$ cat src/pia_pkg.sv
// Purpose: shared constants and types of the priority interrupt arbiter
// Assumes: 32-bit AXI4-Lite register bus, 16-bit byte addresses
// Notes: source and channel register offsets sit at the low end of the map
package pia_pkg;
    localparam int NSRC = 16;
    localparam int NCHAN = 8;
    localparam int AW = 16;
    // register map (byte addresses)
    localparam logic [15:0] PSW_ADDR = 16'hff10;
    localparam logic [15:0] SRC_BASE = 16'h0000;
    localparam logic [15:0] CHAN_BASE = 16'h0040;
    // status word layout
    localparam int PSW_LVL_LSB = 12;
    localparam int PSW_GLOBAL_EN_BIT = 11;
    localparam logic [15:0] PSW_RESET = 16'h0000;
    localparam logic [15:0] PSW_WMASK = 16'hf87f;
    // source control word layout, low byte
    localparam int SRC_PEND_BIT = 7;
    localparam int SRC_EN_BIT = 6;
    localparam logic [7:0] SRC_RESET = 8'h00;
    localparam logic [7:0] CNT_RESET = 8'h00;
    localparam logic [7:0] CNT_CONT = 8'hff;
    localparam logic [3:0] LVL_MAX = 4'hf;
    localparam logic [2:0] XFER_LVL = 3'b111;
    localparam logic [1:0] RESP_OKAY = 2'b00;
    localparam logic [1:0] RESP_SLVERR = 2'b10;

    typedef struct packed {
        logic pend;
        logic en;
        logic [3:0] lvl;
        logic [1:0] grp;
    } pia_src_t;

    typedef struct packed {
        logic valid;
        logic [3:0] src;
        logic [3:0] lvl;
    } pia_isr_t;

    typedef struct packed {
        logic valid;
        logic [3:0] src;
        logic [2:0] chan;
        logic last;
    } pia_xfer_t;

    typedef struct packed {
        logic valid;
        logic [15:0] data;
    } pia_push_t;
endpackage : pia_pkg
$ cat src/pia_arbiter.sv
// Purpose: prioritising interrupt and event transfer arbiter with registers
// Assumes: request pulses and cpu strobes are on aclk; AXI4-Lite slave
// Notes: the transfer engine and vector table sit outside this block
//
// Function
// - pending flag sets on source request, clears on service entry or transfer
// - transfer that takes count to zero leaves pending flag set
// - software write of pending flag acts exactly like hardware set/clear
// - 4-bit priority level ranks requests, larger value wins
// - same level ties broken by 2-bit group level, larger wins
// - service entry pushes old status word then loads winner's level
// - accept only if level strictly above cpu level; software may rewrite
// - up to 15 nested levels; level zero never arbitrates
// - levels 15 and 14 use transfer channel unless its count is zero
// - levels 13..1 always go to cpu interrupt, no count checked
// - level zero never serviced, but enabled request ends idle
// - channel number is level lsb and group level
// - simultaneous channel requests served highest channel first
// - transfer takes one cycle and leaves cpu level untouched
// - hardware trap raises cpu level to 15
// - software trap leaves cpu level unchanged
// - global enable gates transfers and interrupts; issued ones complete
// - with global enable set every individually enabled source of nonzero level competes
// - traps ignore the global enable
// - status word: level in 15..12, global enable in bit 11
// - one winner per instruction cycle end, served if above cpu level
// - request from a source whose enable bit is clear sets its pending flag but neither competes nor wakes idle
//
// The AXI4-Lite register port was decided locally.
`timescale 1ns/1ps
module pia_arbiter
    import pia_pkg::*;
(
    // clock and reset
    input wire logic aclk,
    input wire logic aresetn,
    // axi4-lite write
    input wire logic awvalid,
    output logic awready,
    input wire logic [AW-1:0] awaddr,
    input wire logic [2:0] awprot,
    input wire logic wvalid,
    output logic wready,
    input wire logic [31:0] wdata,
    input wire logic [3:0] wstrb,
    output logic bvalid,
    input wire logic bready,
    output logic [1:0] bresp,
    // axi4-lite read
    input wire logic arvalid,
    output logic arready,
    input wire logic [AW-1:0] araddr,
    input wire logic [2:0] arprot,
    output logic rvalid,
    input wire logic rready,
    output logic [31:0] rdata,
    output logic [1:0] rresp,
    // peripheral sources and cpu core
    input wire logic [NSRC-1:0] src_req,
    input wire logic cycle_end,
    input wire logic hw_trap,
    input wire logic sw_trap,
    input wire logic psw_pop,
    input wire logic [15:0] psw_pop_data,
    // service outputs
    output pia_isr_t isr,
    output pia_xfer_t xfer,
    output pia_push_t push,
    output logic idle_wake
);
    pia_src_t src_q [NSRC];
    logic [7:0] cnt_q [NCHAN];
    logic [15:0] psw_q;
    logic [AW-1:0] awaddr_q, araddr_q;
    logic aw_held_q, w_held_q;
    logic [31:0] wdata_q;
    logic [3:0] wstrb_q;

    function automatic logic [31:0] merge(input logic [31:0] o,
            input logic [31:0] n, input logic [3:0] s);
        logic [31:0] r;
        r = o;
        for (int b = 0; b < 4; b++) begin
            if (s[b]) begin
                r[8*b +: 8] = n[8*b +: 8];
            end
        end
        return r;
    endfunction : merge

    function automatic logic src_hit(input logic [AW-1:0] a);
        return a[AW-1:6] == SRC_BASE[AW-1:6];
    endfunction : src_hit

    function automatic logic chan_hit(input logic [AW-1:0] a);
        return a[AW-1:5] == CHAN_BASE[AW-1:5];
    endfunction : chan_hit

    // status word fields
    wire [3:0] cpu_lvl = psw_q[PSW_LVL_LSB +: 4];
    wire global_irq_enable = psw_q[PSW_GLOBAL_EN_BIT];

    // write path: address and data taken in either order
    wire wr_go = aw_held_q && w_held_q && !bvalid;
    wire [3:0] wr_idx = awaddr_q[5:2];
    wire [2:0] wr_ch = awaddr_q[4:2];
    wire wr_src = wr_go && src_hit(awaddr_q);
    wire wr_chan = wr_go && chan_hit(awaddr_q);
    wire wr_psw = wr_go && (awaddr_q == PSW_ADDR);
    wire [31:0] src_old = {24'h0000_00, src_q[wr_idx]};
    wire [31:0] src_new = merge(src_old, wdata_q, wstrb_q);
    wire [31:0] cnt_new = merge({24'h0000_00, cnt_q[wr_ch]}, wdata_q,
        wstrb_q);
    wire [31:0] psw_new = merge({16'h0000, psw_q}, wdata_q, wstrb_q);
    assign awready = !aw_held_q;
    assign wready = !w_held_q;

    // arbitration over eligible sources
    logic [NSRC-1:0] elig;
    logic win_found;
    logic [3:0] win_idx;
    logic [5:0] win_key;
    always_comb begin
        win_found = 1'b0;
        win_idx = 4'h0;
        win_key = 6'h00;
        for (int i = 0; i < NSRC; i++) begin
            // level zero or disabled never competes
            elig[i] = src_q[i].pend && src_q[i].en && (src_q[i].lvl != 4'h0);
            // strict compare keeps the lowest index on a tie
            if (elig[i] && (!win_found ||
                    {src_q[i].lvl, src_q[i].grp} > win_key)) begin
                win_found = 1'b1;
                win_idx = 4'(i);
                win_key = {src_q[i].lvl, src_q[i].grp};
            end
        end
    end

    wire [3:0] win_lvl = win_key[5:2];
    wire [2:0] win_ch = {win_key[2], win_key[1:0]};
    wire trap_any = hw_trap || sw_trap;
    // served at cycle end, gated by global enable
    wire accept = cycle_end && win_found && global_irq_enable && !trap_any &&
        (win_lvl > cpu_lvl);
    // only 111x with nonzero count goes to a channel
    wire to_xfer = (win_lvl[3:1] == XFER_LVL) && (cnt_q[win_ch] != 8'h00);
    wire do_xfer = accept && to_xfer;
    wire do_isr = accept && !to_xfer;
    wire [7:0] cnt_dec = (cnt_q[win_ch] == CNT_CONT) ? CNT_CONT :
        cnt_q[win_ch] - 8'h01;
    wire xfer_last = cnt_dec == 8'h00;

    // any enabled pending source, level zero included, wakes idle cpu
    logic [NSRC-1:0] wake_vec;
    always_comb begin
        for (int i = 0; i < NSRC; i++) begin
            wake_vec[i] = src_q[i].pend && src_q[i].en;
        end
    end
    assign idle_wake = |wake_vec;

    // source control words
    always_ff @(posedge aclk) begin
        for (int i = 0; i < NSRC; i++) begin
            if (!aresetn) begin
                src_q[i] <= SRC_RESET;
            end else begin
                if (wr_src && wr_idx == 4'(i)) begin
                    src_q[i] <= src_new[7:0];
                end else if (accept && win_idx == 4'(i) &&
                        !(do_xfer && xfer_last)) begin
                    src_q[i].pend <= 1'b0;
                end
                if (src_req[i]) begin
                    src_q[i].pend <= 1'b1;
                end
            end
        end
    end

    // channel counts
    always_ff @(posedge aclk) begin
        for (int c = 0; c < NCHAN; c++) begin
            if (!aresetn) begin
                cnt_q[c] <= CNT_RESET;
            end else if (wr_chan && wr_ch == 3'(c)) begin
                cnt_q[c] <= cnt_new[7:0];
            end else if (do_xfer && win_ch == 3'(c)) begin
                cnt_q[c] <= cnt_dec;
            end
        end
    end

    // status word: hardware trap beats entry beats return beats software
    always_ff @(posedge aclk) begin
        if (!aresetn) begin
            psw_q <= PSW_RESET;
        end else if (hw_trap) begin
            psw_q[PSW_LVL_LSB +: 4] <= LVL_MAX;
        end else if (do_isr) begin
            psw_q[PSW_LVL_LSB +: 4] <= win_lvl;
        end else if (psw_pop) begin
            psw_q <= psw_pop_data & PSW_WMASK;
        end else if (wr_psw) begin
            psw_q <= psw_new[15:0] & PSW_WMASK;
        end
    end

    // service strobes, one cycle each
    always_ff @(posedge aclk) begin
        if (!aresetn) begin
            isr <= '0;
            xfer <= '0;
            push <= '0;
        end else begin
            isr <= '{do_isr, win_idx, win_lvl};
            xfer <= '{do_xfer, win_idx, win_ch, xfer_last};
            // old word is pushed on entry and on traps
            push <= '{do_isr || trap_any, psw_q};
        end
    end

    // bus slave
    always_ff @(posedge aclk) begin
        if (!aresetn) begin
            aw_held_q <= 1'b0;
            w_held_q <= 1'b0;
            awaddr_q <= '0;
            wdata_q <= '0;
            wstrb_q <= '0;
            bvalid <= 1'b0;
            bresp <= RESP_OKAY;
        end else begin
            if (awvalid && awready) begin
                aw_held_q <= 1'b1;
                awaddr_q <= awaddr;
            end
            if (wvalid && wready) begin
                w_held_q <= 1'b1;
                wdata_q <= wdata;
                wstrb_q <= wstrb;
            end
            if (wr_go) begin
                aw_held_q <= 1'b0;
                w_held_q <= 1'b0;
                bvalid <= 1'b1;
                bresp <= (wr_src || wr_chan || wr_psw) ? RESP_OKAY :
                    RESP_SLVERR;
            end else if (bvalid && bready) begin
                bvalid <= 1'b0;
            end
        end
    end

    wire rd_src = src_hit(araddr);
    wire rd_chan = chan_hit(araddr);
    wire rd_psw = araddr == PSW_ADDR;
    wire [31:0] rd_val = rd_psw ? {16'h0000, psw_q} :
        rd_src ? {24'h0000_00, src_q[araddr[5:2]]} :
        rd_chan ? {24'h0000_00, cnt_q[araddr[4:2]]} : 32'h0000_0000;
    assign arready = !rvalid;

    always_ff @(posedge aclk) begin
        if (!aresetn) begin
            rvalid <= 1'b0;
            rdata <= '0;
            rresp <= RESP_OKAY;
            araddr_q <= '0;
        end else if (arvalid && arready) begin
            rvalid <= 1'b1;
            rdata <= rd_val;
            rresp <= (rd_src || rd_chan || rd_psw) ? RESP_OKAY : RESP_SLVERR;
            araddr_q <= araddr;
        end else if (rvalid && rready) begin
            rvalid <= 1'b0;
        end
    end

    // checks
    logic [NSRC-1:0] pend_vec;
    always_comb begin
        for (int i = 0; i < NSRC; i++) begin
            pend_vec[i] = src_q[i].pend;
        end
    end

    // second search kept apart from the arbiter loop so a slip shows
    logic beaten;
    always_comb begin
        beaten = 1'b0;
        for (int j = 0; j < NSRC; j++) begin
            if (elig[j] && ({src_q[j].lvl, src_q[j].grp} > win_key ||
                    ({src_q[j].lvl, src_q[j].grp} == win_key &&
                    4'(j) < win_idx))) begin
                beaten = 1'b1;
            end
        end
    end
endmodule : pia_arbiter

$ cat config.mk
export PLATFORM = sky130hd
export DESIGN_NAME = pia_arbiter
export DESIGN_NICKNAME = d
export VERILOG_FILES = /design/src/pia_pkg.sv /design/src/pia_arbiter.sv
export SDC_FILE = /design/constraint.sdc
export NUM_CORES = 1
export LEC_CHECK = 0
export BUFFER_PORTS_ARGS = -buffer_cell sky130_fd_sc_hd__buf_2
export CORE_MARGIN = 5
export CORE_UTILIZATION = 35
export CTS_CLUSTER_SIZE = 12
export DETAILED_ROUTE_END_ITERATION = 16
export PLACE_DENSITY = 0.52
export SLEW_MARGIN = 20
export SYNTH_ARGS = -nofsm -noshare
export SYNTH_HDL_FRONTEND = slang
export SYNTH_SLANG_ARGS = --single-unit
$ cat constraint.sdc
create_clock -name aclk -period 36.1 [get_ports aclk]
set_input_delay 1.805 -clock aclk [delete_from_list [all_inputs] [get_ports aclk]]
set_output_delay 1.805 -clock aclk [all_outputs]
set_load 0.03 [all_outputs]
==> results of run 1 <==
## per-layer routing
metal	track usage	vias up
met3	0.03060	145
met1	0.3013	9419
met5	0	-
li1	-	8591
met2	0.3851	863
met4	0.07560	2
## cells by family after synthesis
logic type,share of synthesized area
buffers and inverters,0.05423
other,0.0001759
multiplexers,0.1584
XOR/XNOR,0.01250
adder cells (fa/ha/maj),0.04790
AND/OR/NAND/NOR,0.1918
AO/OA/AOI/OAI,0.1781
flip-flops,0.3569
## worst max-delay path: cells and delay by family (launching register included)
kind	cells	cell delay, ns
mux	9	2.95
fa+ha+maj	18	5.16
flops	1	0.50
buf+inv	11	1.16
compound gates	55	12.92
simple gates	46	10.50
## state kept, by name, indices dropped and copies added (netlist names), named ones only
register,cells
rresp,1
psw_q,12
wstrb_q,2
awaddr_q,16
push,13
aw_held_q,1
rvalid,1
src_q,128
w_held_q,1
bvalid,1
xfer,8
wdata_q,13
isr,5
rdata,13
bresp,1
cnt_q,64
## final timing paths
path	startpoint	to	slack, ns	cells past startpoint
setup / recovery	src_q[0][2]	cnt_q[4][6]	2.44	139
hold / removal	rresp[1]	rresp[1]	0.46	2
setup reg to reg	src_q[0][2]	cnt_q[4][6]	2.44	139
hold reg to reg	rresp[1]	rresp[1]	0.46	2
## through the flow
step           area, sq um  worst slack (ns)   power, W  hold slack [ns]    util
6_report             23770             2.435   0.001110           0.4588  0.3937
5_1_grt              23770           0.01453   0.001160           0.4821  0.3937
4_1_cts              23690            0.7402   0.001106           0.4602  0.3925
3_5_place_dp         22690            0.8814  0.0007902           0.4474  0.3760
3_3_place_gp         22690             1.084  0.0007847           0.4437  0.3760
2_1_floorplan        21410             5.614  0.0006704           0.4315       -
## layout make-up
type / instances / area (sq um) / share of cell area
timing repair buffer: 182 / 1026 / 0.04317
inverter: 117 / 439.2 / 0.01848
multi-input combinational: 1708 / 12710 / 0.5350
sequential: 284 / 7610 / 0.3202
clock inverter: 7 / 41.29 / 0.001737
clock buffer: 51 / 957.2 / 0.04028
tap: 782 / 978.4 / 0.04117
## cells in the mapped netlist (all sizes together) (66+ instances only)
cell type	number
ha	80
mux2i	66
dfxtp	92
nand2	247
mux4	106
nand3	75
inv	117
nor2	271
edfxtp	192
a21oi	120
o21ai	114
clkbuf	87
## report_power, final
| part | switching (W) | internal [W] | leakage (nW) | total (W) |
|---|---|---|---|---|
| logic | 0.000272 | 0.000139 | 5.52 | 0.000411 |
| clock network | 0.000134 | 0.000180 | 0.498 | 0.000315 |
| registers | 0.0000211 | 0.000363 | 2.75 | 0.000384 |
| total | 0.000427 | 0.000683 | 8.76 | 0.00111 |
## cells in the final DEF, fill, tap and decap left out, drive strengths merged, types with 38 or more instances in the layout
cell type / Yosys / layout
edfxtp: 192 / 192
nand4: 38 / 38
inv: 117 / 120
mux2i: 66 / 66
o21ai: 114 / 114
dfxtp: 92 / 92
clkbuf: 87 / 51
nand2: 247 / 247
nand3: 75 / 75
nor3: 40 / 40
buf: 58 / 182
o22ai: 46 / 46
mux4: 106 / 106
a21oi: 120 / 120
ha: 80 / 80
nor2: 271 / 271
## timing repair
item | CTS | global route
buffers inserted | 0 | 2
setup endpoints to repair | 0 | 160
resized for setup | 0 | 11
==> results, run 1 <==
- Each instance of the synthesized netlist takes up on average 9.563 sq um.
- In the final layout, the share of cells above drive strength 1 is 0.1984.
- The detailed-route wire length is 78.96 mm.
- The starting density of the core is 0.3532.
- STA classifies the critical path startpoint as a register.
- The region available for standard cell placement spans ~60000 sq um.
- The final period demand of the worst path is 33.66 ns.
- The number of enable-type register cells in the synthesized netlist is 192.
- Based on the critical path, the design can be clocked at up to 0.02970 GHz.
- Compared with the post-synthesis result, the final layout area differs by 11.49%.
- The category of the critical setup timing path is register to register.
- Dividing total power by cell area gives a power density of 46.69 nW/um^2.
- The total iterations of the first detailed-routing run is 5.
- The sum of met3 wire segment lengths after detailed routing is 5.756 mm.
- Counting the fill cells in the layout gives between 6000 and 7000.
- Max-cap violations in this run came to 0.
- The remaining global-route overflow is 0.
- The overall global routing resource usage is 0.2272.
- The final sum of negative setup slack is 0 ns.
- The longest clock path from root to sink contains 3 buffers.
- At the pin with the least slew margin, the transition time is about 1.1 ns.
- Setup violations remaining at the end of the flow were counted as 0.
- The data required time at the worst endpoint is 36.31 ns.
- In the post-synthesis netlist, the biggest area contributors are edfxtp_1 27%, mux4_2 11%, dfxtp_1 8.6%.
- The number of ports placed on the die boundary is around 190.
- The library cell used as clock root buffer is clkbuf_16.
- Routed signal wires occupy layers up through met5.
- In this design, the critical path's most frequently occurring cell is ha_1.
- The vertical extent of the die is between 200 and 300 um.
- The cts-stage hold buffer count is 0.
- The tightest min-delay check is of the register to register type.
- The async set or reset register ratio after synthesis is 0.
- The final number of max-transition violations is 0.
- Between clock sinks in the finished design, the worst skew comes to between 0.015 and 0.02 ns.
- The first global-routing pass estimated 117.4 mm of wire.
- The remaining design rule violation count is 0.
- The row count is 90.
- TritonCTS built the clock tree.
- Dividing the detail-routed via count by the number of cells gives around 6.1.
- Of all nets on the critical path, the largest fanout is 20.
- The final standard cell count with taps included and fillers excluded is 3131.
- The dominant register cell in the synthesized netlist is edfxtp_1.
- After detailed routing, the wire length on met1 is 32.42 mm.
- In the synthesized netlist, the number of instances is 2229.
- The number of buffer cells added on primary ports is 137.
- The count of unique library cells instantiated by Yosys is around 120.
- For this design the static power due to leakage is just under 9 nW.
- TritonCTS created 31 clock buffers.
- The share of the clock period used by the worst path after layout is 0.9325.
- The fraction of the yosys area taken by sequential cells is 0.3569.
- The number of antenna violations at the first check in global routing was 1.
- The via count of the first global-routing pass is between 15000 and 20000.
- Data on the critical path arrives at its endpoint at 33.88 ns.
- After detailed routing, the average wire length per cell comes to around 25 um.
- The register clock-pin slew on the reported worst setup and hold paths is 0.06 ns.
- The normalized max-slew margin is 0.2579.
- The number of violations reported at the end of detailed-routing iteration 0 is 2171.
- The largest individual stage delay along the critical path comes from the cell a2111oi_1.
- The number of antenna diodes in the final layout is 0.
- In this run the number of H-tree levels came out at 1.
- The x dimension of the die is 256.8 um.
- The final antenna-violating net count is 0.
- The final-stage net count is 2521.
- Of the post-synthesis cell area, the dominant cell type holds 0.2705.
- The synthesized design contains 284 register bits.
- The later pin in the worst-skew pair is clocked with a latency of 0.59 ns.
- Across the VDD grid, the largest voltage drop is roughly 0.036 mV.
- Setup repair after global routing left no endpoint under its margin.
- The worst setup path is captured at a register.
- The floorplan step defined a die boundary enclosing 65940 sq um.
- The clock drives 284 sinks.
- The total number of yosys warnings is 0.
- The cell area that synthesis handed to floorplanning was roughly 21000 sq um.
- The count of endpoints failing hold in the final timing report is 0.
- The largest stage delay on the critical path is 0.84 ns.
- Routability-driven placement finished with a final weighted congestion of 0.9383.
- Detailed placement finished with a half-perimeter wire length of between 50 and 60 mm.
- The routed wire length on met2 is around 38 mm.
- Entering global routing, the biggest net connects 70 pins.
- The number of instances in the placed design is 3070.
- The cell accounting for the most synthesized area is edfxtp_1.
- The flow ran to the end, and the final reports show no timing, DRC or antenna violations.
- Summing over every cut layer, the via total after detailed routing is roughly 19000.
Note: power is estimated with default switching activity, not from simulation.
==> run 2: changes to the inputs <==
==> constraint.sdc (replaced) <==
create_clock -name aclk -period 36.1 [get_ports aclk]
set_input_delay 3.61 -clock aclk [delete_from_list [all_inputs] [get_ports aclk]]
set_output_delay 3.61 -clock aclk [all_outputs]
set_load 0.03 [all_outputs]
==> run 2 against run 1 <==
  * Utilization up 0.20 points
  * Non-clock buffer count up 1
  * Final area up 0.51%
  * Sequential share of layout area down 0.16 points
  * Total power up 2.3%
  * Die area unchanged
  * First-iteration DRC count down 9.9%
  * Sequential cell count unchanged
  * Cell count about the same
  * Clock power up 8.3%
  * Critical path type unchanged
  * Highest routed layer is now met4
==> results, run 2 (same netlist as run 1, synthesis figures left out) <==
- The critical register-to-register path startpoint is src_q[0][2].
- The remaining design rule violation count was 0 (unchanged).
- The clock latency at the later pin of the worst-skew pair came to 0.54 ns (-0.05 ns).
- The static leakage power came to 8.781 nW (+0.22%).
- The number of buffers created by CTS is 34 (+9.7%).
- The depth of the most critical reg-to-reg path is 144 (+3.6%).
- The number of ports placed on the die boundary is 194 (unchanged).
- In this run the worst setup path begins at src_q[0][2].
- The largest register by flop count is src_q.
- The category of the critical setup timing path is register to register.
- The switching power summed over all nets was 0.0004285 W (+0.32%).
- The number of filler cells placed in the layout is 5994 (-0.30%).
- The via count of the first global-routing pass came to 18610 (-0.29%).
- The startpoint of the tightest hold check path is wdata_q[14].
- For hold timing, the worst endpoint is wdata_q[14].
- The count of endpoints failing hold in the final timing report is 0 (unchanged).
- The achievable clock frequency is 0.02969 GHz (about the same).
- The detailed-route wire length is 78.65 mm (-0.40%).
- The data required time at the worst endpoint came to 36.38 ns (+0.07 ns).
- The core area is 60360 sq um (unchanged).
- The final antenna-violating net count is 0 (unchanged).
- The number of levels in the clock H-tree is 2 (+1).
- The remaining global-route overflow is 0 (unchanged).
- The vertical extent of the die is 256.8 um (unchanged).
- The register clock-pin slew on the reported worst setup and hold paths is 0.05 ns (about the same).
- The power per standard cell area came to 47.51 nW/um^2 (+1.8%).
- The final period demand of the worst path came to 33.68 ns (+0.01858 ns).
- The normalized max-slew margin is 0.3029 (+0.04502).
- The peak supply drop is 0.03031 mV (-16%).
- The dominant cell type by count on the critical path is ha_1.
- The routability-driven placement congestion ratio was 0.9505 (+1.3%).
- The detailed placer's ending HPWL was 59.84 mm (-0.24%).
- The post-layout utilization of the core is 0.3958 (+0.002010).
- The wire length of the first global-routing pass is 116.9 mm (-0.49%).
- The via count was 19020 (unchanged).
- The peak fanout along the critical path came to 24 (+20%).
- The CTS tree is built.
- The share of layout cells above drive strength 1 is 0.1991 (+0.0006819).
- The combinational cell fraction of total power is 0.360 (-0.010).
- The flip-flop count of the largest register after layout is 128 (unchanged).
- The setup slack of the most critical reg-to-reg path is 2.42 ns (-0.02 ns).
- In this run the critical register-to-register path is captured at cnt_q[5][2].
- The switching part of the total is 0.3776 (-0.007359).
- The library cell used most frequently in the layout, excluding fill and tap cells, is nor2_1.
- The internal power component is 0.0007064 W (+3.5%).
- The number of vias per cell after detailed routing came to 6.071 (about the same).
- The row count is 90 (unchanged).
- In the layout the commonest cells are 268 x nor2_1, 245 x nand2_1, 192 x edfxtp_1, 136 x buf_2, 119 x a21oi_1.
- The number of antenna violations at the first check in global routing was 0 (-1).
- The number of buffer cells added on primary ports was 137 (unchanged).
- The final number of max-transition violations came to 0 (unchanged).
- The pin count of the biggest net entering global routing is 76 (+8.6%).
- The cts-stage hold buffer count came to 0 (unchanged).
- STA classifies the critical path endpoint as a register.
- The worst hold path belongs to the class register to register.
- The largest registers in the layout are src_q x128, cnt_q x64, awaddr_q x16.
- The worst hold margin is 0.4529 ns (-0.005936 ns).
- The final sum of negative setup slack is 0 ns (unchanged).
- The largest stage delay on the critical path is 0.57 ns (-0.27 ns).
- Compared with the post-synthesis result, the final layout area differs by 12.06%.
- The starting density of the core was 0.3532 (unchanged).
- The arrival time reported for the critical path endpoint is 33.96 ns (+0.08 ns).
- The largest buffer count on any clock path is 3 (unchanged).
- The area of the die is 65940 sq um (unchanged).
- The final-stage net count is 2524 (+0.12%).
- The slew at the pin closest to its max-slew limit was 1.043 ns (-0.05422 ns).
- The max-capacitance violation count was 0 (unchanged).
- The per-cell routed wire length is 25.10 um (-0.46%).
- The fraction of power consumed by the clock network is 0.301 (+0.017).
- The total iterations of the first detailed-routing run is 5 (unchanged).
- The x dimension of the die was 256.8 um (unchanged).
- The overall global routing resource usage is 0.2272 (about the same).
- The flow ran to the end, and the final reports show no timing, DRC or antenna violations.
- The worst setup path is launched from a register.
- The antenna cell count came to 0 (unchanged).
- The share of the clock period used by the worst path after layout is 0.9331 (about the same).
- The number of violations reported at the end of detailed-routing iteration 0 was 1955 (-9.9%).
- The count of clock tree sinks is 284 (unchanged).
- The library cell used as clock root buffer is clkbuf_16.
- The proportion of power drawn by flip-flops and latches is 0.339 (-0.007).
- The instance count along the most critical hold path is 2 (unchanged).
- The final setup violation count is 0 (unchanged).
- The setup clock skew after layout is 0.02571 ns (+0.006388 ns).
- On the critical path, the stage with the largest delay is an instance of mux4_2.
run 2: cell types whose count changed in the layout (fill, tap and decap cells not counted), sizes merged:
cell | before | now
clkbuf | 51 | 46
bufinv | 0 | 4
clkinv | 4 | 6
clkinvlp | 0 | 2
a31oi | 15 | 14
buf | 182 | 183
inv | 120 | 119
run 2: metrics by stage:
stage	area [sq um]	power [W]	instances	setup WS, ns
floorplan	21410	0.0006704	2253	5.614
detailed placement	22700	0.0007907	3071	1.067
CTS	23790	0.001131	3131	0.9672
global placement	22700	0.0007861	3071	1.329
finish	23890	0.001135	3133	2.417
global route	23890	0.001183	3133	-0.02626
run 2: critical path: cells and delay by family, from the launching register on:
kind	cells	cell delay, ns
buffers and inverters	15	2.02
AO/OA/AOI/OAI	60	13.72
adder cells (fa/ha/maj)	18	5.21
flip-flops	1	0.50
multiplexers	8	2.63
AND/OR/NAND/NOR	43	9.30
run 2: layout make-up:
| type | count | area, sq um | share of cell area |
|---|---|---|---|
| clock buffer | 46 | 895.9 | 0.03750 |
| tap | 782 | 978.4 | 0.04096 |
| clock inverter | 14 | 190.2 | 0.007962 |
| inverter | 117 | 439.2 | 0.01839 |
| sequential | 284 | 7610 | 0.3186 |
| multi-input combinational | 1707 | 12730 | 0.5328 |
| timing repair buffer | 183 | 1046 | 0.04379 |
run 2: timing repair:
item                                    CTS  global route
gates resized for setup                   0            16
buffers inserted                          0             2
endpoints found under the setup margin    0           160
run 2: worst max-delay path by stage:
| stage | end | slack, ns |
|---|---|---|
| final | cnt_q[5][2] | 2.42 |
| after floorplan | cnt_q[5][0] | 5.61 |
| after global routing | cnt_q[5][2] | -0.03 |
| after CTS | cnt_q[6][5] | 0.97 |
| after detailed placement | cnt_q[6][6] | 1.07 |
| after global placement | cnt_q[6][6] | 1.33 |
run 2: power by group through the flow:
stage          sequential [W]  combinational (W)  clock [W]
3_3_place_gp         0.000390           0.000396          0
5_1_grt              0.000387           0.000439   0.000358
6_report             0.000385           0.000409   0.000341
3_5_place_dp         0.000391           0.000400          0
2_1_floorplan        0.000387           0.000283          0
4_1_cts              0.000384           0.000402   0.000346
run 2: metal layers:
| metal | part of all wire | GRT usage | up-vias |
|---|---|---|---|
| met5 | 0 | 0 | - |
| met4 | 0.036 | 0.07456 | 0 |
| met3 | 0.077 | 0.03198 | 129 |
| met2 | 0.48 | 0.3814 | 910 |
| met1 | 0.41 | 0.3039 | 9387 |
| li1 | - | - | 8594 |
